<file path="src/design/fbi_pkg.sv">
// Shared types and constants of the flash bus interface
package fbi_pkg;

   // -----------------------------------------------------------------
   // Widths
   // -----------------------------------------------------------------
   localparam int ADDR_W   = 21;
   localparam int DATA_W   = 16;
   localparam int PIN_W    = 5;
   localparam int CNT_W    = 4;
   localparam int LP_CNT_W = 5;

   // -----------------------------------------------------------------
   // Control pin positions and idle levels
   // -----------------------------------------------------------------
   localparam int PIN_CE  = 4;
   localparam int PIN_OE  = 3;
   localparam int PIN_WE  = 2;
   localparam int PIN_LE  = 1;
   localparam int PIN_CLK = 0;
   localparam logic [PIN_W-1:0] PINS_IDLE = 5'h1E;

   // -----------------------------------------------------------------
   // Configuration values
   // -----------------------------------------------------------------
   localparam logic [DATA_W-1:0] CFG_RESET  = 16'h8000;
   localparam logic              RSEL_ASYNC = 1'h1;
   localparam logic              EDGE_RISE  = 1'h1;
   localparam logic              VR_EARLY   = 1'h1;
   localparam logic [2:0]        BLEN_8     = 3'h2;
   localparam logic [2:0]        BLEN_CONT  = 3'h7;
   localparam logic [CNT_W-1:0]  LAT_OFFSET = 4'h2;
   localparam logic [CNT_W-1:0]  WORDS_4    = 4'h3;
   localparam logic [CNT_W-1:0]  WORDS_8    = 4'h7;
   localparam logic [1:0]        PAGE_LAST  = 2'h3;

   // -----------------------------------------------------------------
   // Timing
   // -----------------------------------------------------------------
   localparam int CLK_PERIOD_NS = 10;
   localparam int LP_IDLE_NS    = 150;
   localparam logic [LP_CNT_W-1:0] LP_IDLE_CYC =
      LP_CNT_W'((LP_IDLE_NS + CLK_PERIOD_NS - 1) / CLK_PERIOD_NS);

   // -----------------------------------------------------------------
   // Types
   // -----------------------------------------------------------------
   typedef struct packed {
      logic chip_sel_n;
      logic out_en_n;
      logic write_n;
      logic latch_n;
      logic burst_clk;
   } fbi_pins_t;

   typedef struct packed {
      logic       read_select_bit;
      logic       rsv_14;
      logic [2:0] initial_latency_field;
      logic       clk_div;
      logic       y_latency;
      logic       valid_indicator_timing_bit;
      logic       burst_type;
      logic       active_edge_select_bit;
      logic [2:0] rsv_5_3;
      logic [2:0] burst_len;
   } fbi_cfg_t;

   typedef enum logic [2:0] {B_IDLE, B_LAT, B_DATA, B_WAIT, B_END} fbi_bst_t;

   typedef struct packed {
      logic [ADDR_W-1:0] addr;
      logic [DATA_W-1:0] data;
   } fbi_cmd_t;

   typedef struct packed {
      logic [PIN_W-1:0] prev;
   } fbi_edge_st_t;

   typedef struct packed {
      logic [LP_CNT_W-1:0] cnt;
      logic                idle;
   } fbi_tmr_st_t;

   typedef struct packed {
      fbi_bst_t          bst;
      fbi_cfg_t          cfg;
      logic [ADDR_W-1:0] addr_prev;
      logic [DATA_W-1:0] data_prev;
      logic              wa_valid;
      logic [ADDR_W-1:0] wa;
      logic              cmd_write;
      fbi_cmd_t          cmd;
      logic [ADDR_W-1:0] async_addr;
      logic [ADDR_W-1:0] mem_addr;
      logic [CNT_W-1:0]  lat_cnt;
      logic [CNT_W-1:0]  words;
      logic              unaligned;
      logic [DATA_W-1:0] data_out;
      logic              data_oe;
      logic              ready_lvl;
      logic              ready_oe;
      logic              standby;
      logic              power_down;
      logic              core_sleep;
   } fbi_st_t;

   function automatic logic [CNT_W-1:0] fbi_lat_of(input logic [2:0] code);
      return {1'h0, code} + LAT_OFFSET;
   endfunction

endpackage

</file>
<file path="src/design/fbi_edge_det.sv">
// Rise and fall detector for the sampled control pins
`timescale 1ns/1ps
module fbi_edge_det import fbi_pkg::*; (
   input  wire logic             core_clk,
   input  wire logic             rst,
   input  wire logic [PIN_W-1:0] level,
   output logic      [PIN_W-1:0] rise,
   output logic      [PIN_W-1:0] fall
);
   fbi_edge_st_t st;
   fbi_edge_st_t next_st;

   always_comb begin
      next_st.prev = level;
   end

   // Idle levels at reset so that no false strobe edge appears after release
   always_ff @(posedge core_clk or posedge rst) begin
      if (rst) begin
         st.prev <= PINS_IDLE;
      end else begin
         st <= next_st;
      end
   end

   genvar i;
   generate
      for (i = 0; i < PIN_W; i++) begin : g_pin
         assign rise[i] = level[i] & ~st.prev[i];
         assign fall[i] = ~level[i] & st.prev[i];
      end
   endgenerate
endmodule

</file>
<file path="src/design/fbi_idle_timer.sv">
// Bus idle timer that flags automatic low power
`timescale 1ns/1ps
module fbi_idle_timer import fbi_pkg::*; (
   input  wire logic core_clk,
   input  wire logic rst,
   input  wire logic enable,
   input  wire logic activity,
   output logic      idle
);
   fbi_tmr_st_t st;
   fbi_tmr_st_t next_st;

   always_comb begin
      next_st = st;
      if (!enable || activity) begin
         next_st.cnt  = '0;
         next_st.idle = 1'h0;
      end else if (st.cnt == LP_IDLE_CYC - 5'h01) begin
         next_st.idle = 1'h1;
      end else begin
         next_st.cnt = st.cnt + 5'h01;
      end
   end

   always_ff @(posedge core_clk or posedge rst) begin
      if (rst) begin
         st <= '0;
      end else begin
         st <= next_st;
      end
   end

   assign idle = st.idle;
endmodule

</file>
<file path="src/design/fbi_bus_if.sv">
// Device-side bus interface of a parallel x16 burst flash
// Function
// - Write address taken on first rising strobe
// - Write data taken on first chip/write rise
// - Burst clock ignored during writes
// - Output enable high floats data bus
// - Chip select high: standby, data bus floats
// - Program or erase continues through standby
// - Idle asynchronous bus enters automatic low power
// - Power-down pin low floats every output
// - Burst reads only when read select zero
// - Burst address on first active clock edge or latch rise
// - First burst data after configured latency
// - Burst data drivers on only with output enable; ready ignores it
// - Continuous burst walks the whole array
// - Unaligned continuous start pulls ready low
// - Ready timing chosen by configuration bit
// - Active burst clock edge chosen by bit
// - Read select one async, zero burst; resets one
// - Edge bit zero falling, one rising
// - Timing bit one pulls ready a cycle early
// - Latency codes two to six give four-eight
`timescale 1ns/1ps
module fbi_bus_if import fbi_pkg::*; (
   input  wire logic              core_clk,
   input  wire logic              rst,
   input  wire fbi_pins_t         pins,
   input  wire logic              reset_powerdown_n,
   input  wire logic [ADDR_W-1:0] word_address_bus,
   input  wire logic [DATA_W-1:0] data_bus_in,
   output logic      [DATA_W-1:0] data_bus_out,
   output logic                   data_bus_oe,
   output logic                   ready_out,
   output logic                   ready_oe,
   output logic      [ADDR_W-1:0] mem_addr,
   input  wire logic [DATA_W-1:0] mem_rdata,
   output logic                   cmd_write,
   output fbi_cmd_t               cmd,
   input  wire logic              cfg_load,
   input  wire fbi_cfg_t          cfg_word,
   input  wire logic              pe_busy,
   output logic                   standby,
   output logic                   auto_low_power,
   output logic                   power_down,
   output logic                   core_sleep
);

   // -----------------------------------------------------------------
   // State and decode signals
   // -----------------------------------------------------------------
   fbi_st_t          st;
   fbi_st_t          next_st;
   logic [PIN_W-1:0] pin_rise;
   logic [PIN_W-1:0] pin_fall;
   logic             sync_mode;
   logic             act_edge;
   logic             in_write;
   logic             ce_active;
   logic             addr_edge;
   logic             data_edge;
   logic             burst_req;
   logic             latch_hit;
   logic             cont_burst;
   logic [CNT_W-1:0] words_last;
   logic             wait_next;
   logic             drive;
   logic             data_phase;
   logic             lp_enable;
   logic             bus_activity;

   function automatic logic [ADDR_W-1:0] next_word(input logic [ADDR_W-1:0] a,
                                                   input logic [2:0]        len);
      logic [ADDR_W-1:0] inc;
      inc = a + 21'h000001;
      if (len == BLEN_CONT) begin
         return inc;
      end
      if (len == BLEN_8) begin
         return {a[ADDR_W-1:3], inc[2:0]};
      end
      return {a[ADDR_W-1:2], inc[1:0]};
   endfunction

   // -----------------------------------------------------------------
   // Helpers
   // -----------------------------------------------------------------
   fbi_edge_det u_edge (
      .core_clk (core_clk),
      .rst      (rst),
      .level    (pins),
      .rise     (pin_rise),
      .fall     (pin_fall)
   );

   // Burst clock edges are excluded: the clock is unused in async modes
   assign bus_activity = (|pin_rise[PIN_W-1:PIN_LE]) || (|pin_fall[PIN_W-1:PIN_LE]) ||
                         (word_address_bus != st.addr_prev);
   assign lp_enable    = (st.cfg.read_select_bit == RSEL_ASYNC) && reset_powerdown_n &&
                         !pins.chip_sel_n;

   fbi_idle_timer u_idle (
      .core_clk (core_clk),
      .rst      (rst),
      .enable   (lp_enable),
      .activity (bus_activity),
      .idle     (auto_low_power)
   );

   // -----------------------------------------------------------------
   // Next-state logic
   // -----------------------------------------------------------------
   always_comb begin
      next_st           = st;
      next_st.cmd_write = 1'h0;
      next_st.addr_prev = word_address_bus;
      next_st.data_prev = data_bus_in;
      sync_mode  = (st.cfg.read_select_bit != RSEL_ASYNC);
      act_edge   = (st.cfg.active_edge_select_bit == EDGE_RISE) ?
                   pin_rise[PIN_CLK] : pin_fall[PIN_CLK];
      in_write   = !pins.write_n || pin_rise[PIN_WE];
      ce_active  = !pins.chip_sel_n || pin_rise[PIN_CE];
      addr_edge  = pin_rise[PIN_CE] || pin_rise[PIN_WE] || pin_rise[PIN_LE];
      data_edge  = pin_rise[PIN_CE] || pin_rise[PIN_WE];
      burst_req  = sync_mode && !pins.chip_sel_n && pins.write_n &&
                   reset_powerdown_n;
      latch_hit  = (act_edge && !pins.latch_n) || pin_rise[PIN_LE];
      cont_burst = (st.cfg.burst_len == BLEN_CONT);
      words_last = (st.cfg.burst_len == BLEN_8) ? WORDS_8 : WORDS_4;
      wait_next  = st.unaligned && (st.mem_addr[1:0] == PAGE_LAST);

      // Writes look only at the strobes, never at the burst clock
      if (reset_powerdown_n && in_write && ce_active) begin
         // Address value is the one present just before the strobe rose
         if (addr_edge && !st.wa_valid) begin
            next_st.wa_valid = 1'h1;
            next_st.wa       = st.addr_prev;
         end
         if (data_edge) begin
            next_st.cmd_write = 1'h1;
            next_st.cmd.addr  = st.wa_valid ? st.wa : st.addr_prev;
            next_st.cmd.data  = st.data_prev;
            next_st.wa_valid  = 1'h0;
         end
      end

      case (st.bst)
         B_IDLE: begin
            if (burst_req && latch_hit) begin
               next_st.bst       = B_LAT;
               next_st.mem_addr  = (act_edge && !pins.latch_n) ?
                                   word_address_bus : st.addr_prev;
               next_st.lat_cnt   = fbi_lat_of(st.cfg.initial_latency_field) - 4'h1;
               next_st.words     = '0;
               next_st.unaligned = cont_burst && (next_st.mem_addr[1:0] != 2'h0);
            end
         end
         B_LAT: begin
            if (act_edge) begin
               if (st.lat_cnt <= 4'h1) begin
                  next_st.bst = B_DATA;
               end else begin
                  next_st.lat_cnt = st.lat_cnt - 4'h1;
               end
            end
         end
         B_DATA: begin
            if (act_edge) begin
               if (wait_next) begin
                  // One extra wait edge at the first page crossing
                  next_st.bst       = B_WAIT;
                  next_st.unaligned = 1'h0;
               end else if (!cont_burst && st.words == words_last) begin
                  next_st.bst = B_END;
               end else begin
                  next_st.mem_addr = next_word(st.mem_addr, st.cfg.burst_len);
                  next_st.words    = st.words + 4'h1;
               end
            end
         end
         B_WAIT: begin
            if (act_edge) begin
               next_st.bst      = B_DATA;
               next_st.mem_addr = next_word(st.mem_addr, st.cfg.burst_len);
               next_st.words    = st.words + 4'h1;
            end
         end
         B_END: begin
            next_st.bst = B_END;
         end
         default: begin
            next_st.bst = B_IDLE;
         end
      endcase

      // A dropped chip select or a mode change kills the burst outright
      if (!burst_req) begin
         next_st.bst = B_IDLE;
      end

      // Asynchronous reads: latch is transparent while held low
      if (!sync_mode) begin
         if (!pins.latch_n) begin
            next_st.async_addr = word_address_bus;
         end
         next_st.mem_addr = pins.latch_n ? st.async_addr : word_address_bus;
      end

      // Host keeps output enable high in writes; write_n gating adds margin
      drive = !pins.out_en_n && !pins.chip_sel_n && pins.write_n &&
              reset_powerdown_n;
      data_phase = (next_st.bst == B_DATA) || (next_st.bst == B_WAIT) ||
                   (next_st.bst == B_END);
      next_st.data_oe  = drive && (!sync_mode || data_phase);
      next_st.data_out = mem_rdata;
      next_st.ready_lvl = 1'h0;
      next_st.ready_oe = burst_req &&
                         ((st.cfg.valid_indicator_timing_bit == VR_EARLY) ?
                          (st.bst == B_DATA && wait_next) :
                          (st.bst == B_WAIT));

      next_st.standby    = pins.chip_sel_n && reset_powerdown_n;
      next_st.power_down = !reset_powerdown_n;
      // Program or erase keeps full power even in standby
      next_st.core_sleep = (next_st.standby || auto_low_power) && !pe_busy;

      if (cfg_load && reset_powerdown_n) begin
         next_st.cfg = cfg_word;
      end

      if (!reset_powerdown_n) begin
         next_st.bst       = B_IDLE;
         next_st.cfg       = CFG_RESET;
         next_st.wa_valid  = 1'h0;
         next_st.cmd_write = 1'h0;
      end
   end

   always_ff @(posedge core_clk or posedge rst) begin
      if (rst) begin
         st     <= '0;
         st.bst <= B_IDLE;
         st.cfg <= CFG_RESET;
      end else begin
         st <= next_st;
      end
   end

   // -----------------------------------------------------------------
   // Outputs
   // -----------------------------------------------------------------
   assign data_bus_out = st.data_out;
   assign data_bus_oe  = st.data_oe;
   assign ready_out    = st.ready_lvl;
   assign ready_oe     = st.ready_oe;
   assign mem_addr     = st.mem_addr;
   assign cmd_write    = st.cmd_write;
   assign cmd          = st.cmd;
   assign standby      = st.standby;
   assign power_down   = st.power_down;
   assign core_sleep   = st.core_sleep;

   // -----------------------------------------------------------------
   // Checks
   // -----------------------------------------------------------------
   logic [CNT_W-1:0] hlp_edges;

   always_ff @(posedge core_clk or posedge rst) begin
      if (rst) begin
         hlp_edges <= '0;
      end else if (st.bst != B_LAT) begin
         hlp_edges <= '0;
      end else if (act_edge) begin
         hlp_edges <= hlp_edges + 4'h1;
      end
   end
endmodule

</file>
<file path="config.mk">
export PLATFORM = sky130hd
export DESIGN_NAME = fbi_bus_if
export DESIGN_NICKNAME = d
export VERILOG_FILES = /design/src/design/fbi_pkg.sv /design/src/design/fbi_edge_det.sv /design/src/design/fbi_idle_timer.sv /design/src/design/fbi_bus_if.sv
export SDC_FILE = /design/constraint.sdc
export NUM_CORES = 1
export LEC_CHECK = 0
export BUFFER_PORTS_ARGS = -buffer_cell sky130_fd_sc_hd__buf_2
export CORE_MARGIN = 1.5
export CORE_UTILIZATION = 61
export CTS_CLUSTER_DIAMETER = 120
export CTS_CLUSTER_SIZE = 14
export DETAILED_ROUTE_END_ITERATION = 8
export GPL_ROUTABILITY_DRIVEN = 0
export HOLD_SLACK_MARGIN = 0.1
export PLACE_DENSITY = 0.87
export RECOVER_POWER = 50
export SYNTH_ARGS = -nofsm -noshare
export SYNTH_HDL_FRONTEND = slang
export SYNTH_SLANG_ARGS = --single-unit
</file>
<file path="constraint.sdc">
create_clock -name core_clk -period 19.8 [get_ports core_clk]
set_clock_uncertainty 0.05 [all_clocks]
set_input_delay 3.96 -clock core_clk [delete_from_list [all_inputs] [get_ports core_clk]]
set_output_delay 3.96 -clock core_clk [all_outputs]
set_load 0.03 [all_outputs]
</file>
==> flow_summary.ini <==
[outcome]
status = finished with violations
violated_checks = max-capacitance violations, max-slew violations

[cells_and_area]
areaGrowthSynthToFinish_pct = 8.27
final_layout_size_suffix_gt1_frac = 0.202
final_net_count = 1020
num_antenna_cells = 0

[clock_tree]
clock_tree.root_cell = sky130_fd_sc_hd__clkbuf_16
clk_latency_ns = 0.44
cts_tree = yes
ctsResizeCount = 0
cts_hold_buf = 0
clkTransAtPathRegs_ns = 0.07
number_of_clock_sinks = 192
htree_num_levels = 4
cts_max_path_buffers = 2
cts_made_buffers = 17
cts_post_setup_buffers_inserted = 0

[placed_design]
hpwlAfterDp_um = 13700
port_buffers = 152

[die]
num_io_pins = 161
die_wd_um = 127
core.rowCount = 45
die_area_um2 = 16000
die_h_um = 127
floorplan.initialDensity = 0.618
core_um2 = 15100

[routing]
detail_route.drc_violations = 0
number_of_antenna_violating_nets_in_the_routed_design = 0
detail_route.wirelength_um = 20100
detailedRoute.firstIterationViolations = 571
drt-wirelength-per-cell_um = 17.7
drt_pass1_iterations = 6
vias_per_cell = 5.83
detailroute.via_count = 6620

[global_route]
initial_antenna_violation_count = 0
grt_pass1_wl_um = 32000
grt_util_met1 = 0.351
grtUsageTotal = 0.255
globalRoute.busiestLayer = met2
grt_pass1_vias = 6220
pin_count_of_the_biggest_net_entering_global_routing = 112
groute.layer.met3.usage = 0.0523
grt-ovfl-total = 0
use_met2 = 0.399

[synthesis]
synth_cell_types = 80
dominant_cells_by_area_after_synthesis = sky130_fd_sc_hd__dfrtp_1 50%, sky130_fd_sc_hd__mux2i_1 6.4%, sky130_fd_sc_hd__buf_4 6.0%
synth.largest_area_cell = sky130_fd_sc_hd__dfrtp_1
synthDominantCellAreaShare = 0.502
seq_area_frac_synth = 0.516
seq_cells_post_synth = 192
yosys_warnings = 0
syn_inst = 871
synth_area_per_cell_um2 = 10.7
syn_nets = 957
number_of_enable_type_register_cells_in_the_synthesized_netlist = 0
ys_async_sr_fraction = 1.00
syn-cell-area_um2 = 9320
synthFlopType = sky130_fd_sc_hd__dfrtp_1

[timing]
hold_viol = 0
min_period_ns = 7.48
timing.final.crit_share = 0.378
achievable-frequency_mhz = 134
setup-violations-final = 0
final.setup.tns_ns = 0
drv_slew = 146
grt_setup_unrepaired = no
relSlewSlack = -2.10
hold_slack_ns = 0.390
timing_worst_slew_pin_value_ns = 4.63

[worst_setup_path]
cp.arrival_ns = 7.84
r2r.worst_path.cells = 7
required_arrival_time_at_the_worst_endpoint_ns = 20.16
criticalPathCategory = input port to async pin
path_max_fanout = 111
r2r-end = mem_addr[6]
crit-reg2reg-launch = st[185]
cp-startpoint = rst
worst-r2r-setup-slack_ns = 16.93
setup.worst_path.end_class = async pin
timing.critical_path.from_type = input port

[min_path]
worst_hold_path.endpoint = cmd[8]
worst_hold_path.num_cells = 2
min-delay-start = st[141]
holdCritPathClass = flop to flop

[power]
power_per_cell_area_nw_per_um2 = 97.0
max-vdd-ir-drop_v = 0.0000713
p_leak_nw = 4.50

[run]
cap_violations = 2
==> sequential cells by signal, summed over array words and instances (netlist names), 5 cells and up <==
name and count:
st 101, u_edge.st 5, u_idle.st 5, data_bus_out 16, cmd 37, mem_addr 21
==> cells in the mapped netlist (all sizes together) (10+ instances only) <==
| cell type | number |
|---|---|
| nand3 | 23 |
| o21ai | 59 |
| xnor2 | 24 |
| nand4 | 10 |
| a211oi | 10 |
| mux2 | 40 |
| nor3 | 12 |
| dfrtp | 187 |
| nand2 | 112 |
| nor2 | 52 |
| inv | 13 |
| mux2i | 60 |
| clkbuf | 26 |
| buf | 89 |
| a21oi | 19 |
==> how the worst max path moves through the flow <==
stage	endpoint	depth (start not counted)
3_5_place_dp	cmd[3]	7
2_1_floorplan	cmd[0]	1
6_report	mem_addr[0]	3
4_1_cts	st[132]	6
3_3_place_gp	st[132]	6
5_1_grt	mem_addr[16]	3
==> through the flow <==
step           utilization  total power [W]  instances  cell area (um^2)  setup slack (ns)
2_1_floorplan            -         0.000631        871              9320             10.57
3_3_place_gp         0.638         0.000652       1103              9620             13.12
3_5_place_dp         0.638         0.000659       1103              9620             13.06
4_1_cts              0.676         0.000988       1135             10200             13.44
5_1_grt              0.669          0.00102       1135             10100             11.45
6_report             0.669         0.000979       1135             10100             12.32
==> final cells by class <==
cell class / count / area, um^2
clock buffer: 19 / 453
clock inverter: 13 / 121
fill: 1147 / 4990
inverter: 14 / 53.8
multi-input combinational: 550 / 3690
sequential: 192 / 4810
tap: 188 / 235
timing repair buffer: 159 / 729
==> cells in the final DEF, fill, tap and decap left out, types with 8 or more instances in the layout <==
cell,instances
sky130_fd_sc_hd__nor4_1,8
sky130_fd_sc_hd__nand3_1,22
sky130_fd_sc_hd__clkbuf_16,17
sky130_fd_sc_hd__a21oi_1,18
sky130_fd_sc_hd__inv_1,12
sky130_fd_sc_hd__a211oi_1,10
sky130_fd_sc_hd__xor2_1,8
sky130_fd_sc_hd__mux2_2,40
sky130_fd_sc_hd__xnor2_1,24
sky130_fd_sc_hd__clkbuf_1,67
sky130_fd_sc_hd__o21ai_0,54
sky130_fd_sc_hd__nor2_1,49
sky130_fd_sc_hd__buf_2,85
sky130_fd_sc_hd__nand2b_1,8
sky130_fd_sc_hd__nand2_1,112
sky130_fd_sc_hd__dfrtp_1,187
sky130_fd_sc_hd__a31oi_1,8
sky130_fd_sc_hd__mux2i_1,60
sky130_fd_sc_hd__nor3_1,11
sky130_fd_sc_hd__nand4_1,10
==> critical path: stages <==
cell                         delay [ns]
sky130_fd_sc_hd__buf_2             0.10
sky130_fd_sc_hd__clkinvlp_2        2.59
sky130_fd_sc_hd__buf_4             1.11
==> per-layer routing <==
layer  vias up  part of all wire
met2       323              0.47
met5         -                 0
met4         0             0.032
met1      3149              0.44
met3        51             0.063
li1       3097                 -
==> power breakdown <==
group | internal (W) | total, W | switching (W)
registers | 0.000438 | 0.000471 | 0.0000332
clock network | 0.000172 | 0.000329 | 0.000157
logic | 0.0000618 | 0.000179 | 0.000117
total | 0.000672 | 0.000979 | 0.000308
==> kinds of logic after synthesis <==
logic type,count (synthesis),share of synthesized area
simple gates,260,0.135
flops,192,0.516
compound gates,150,0.109
buf+inv,129,0.0870
mux,100,0.113
xor+xnor,32,0.0301
fa+ha+maj,7,0.00939
other cells,1,0.000402
Power figures use the tool's default switching activity.
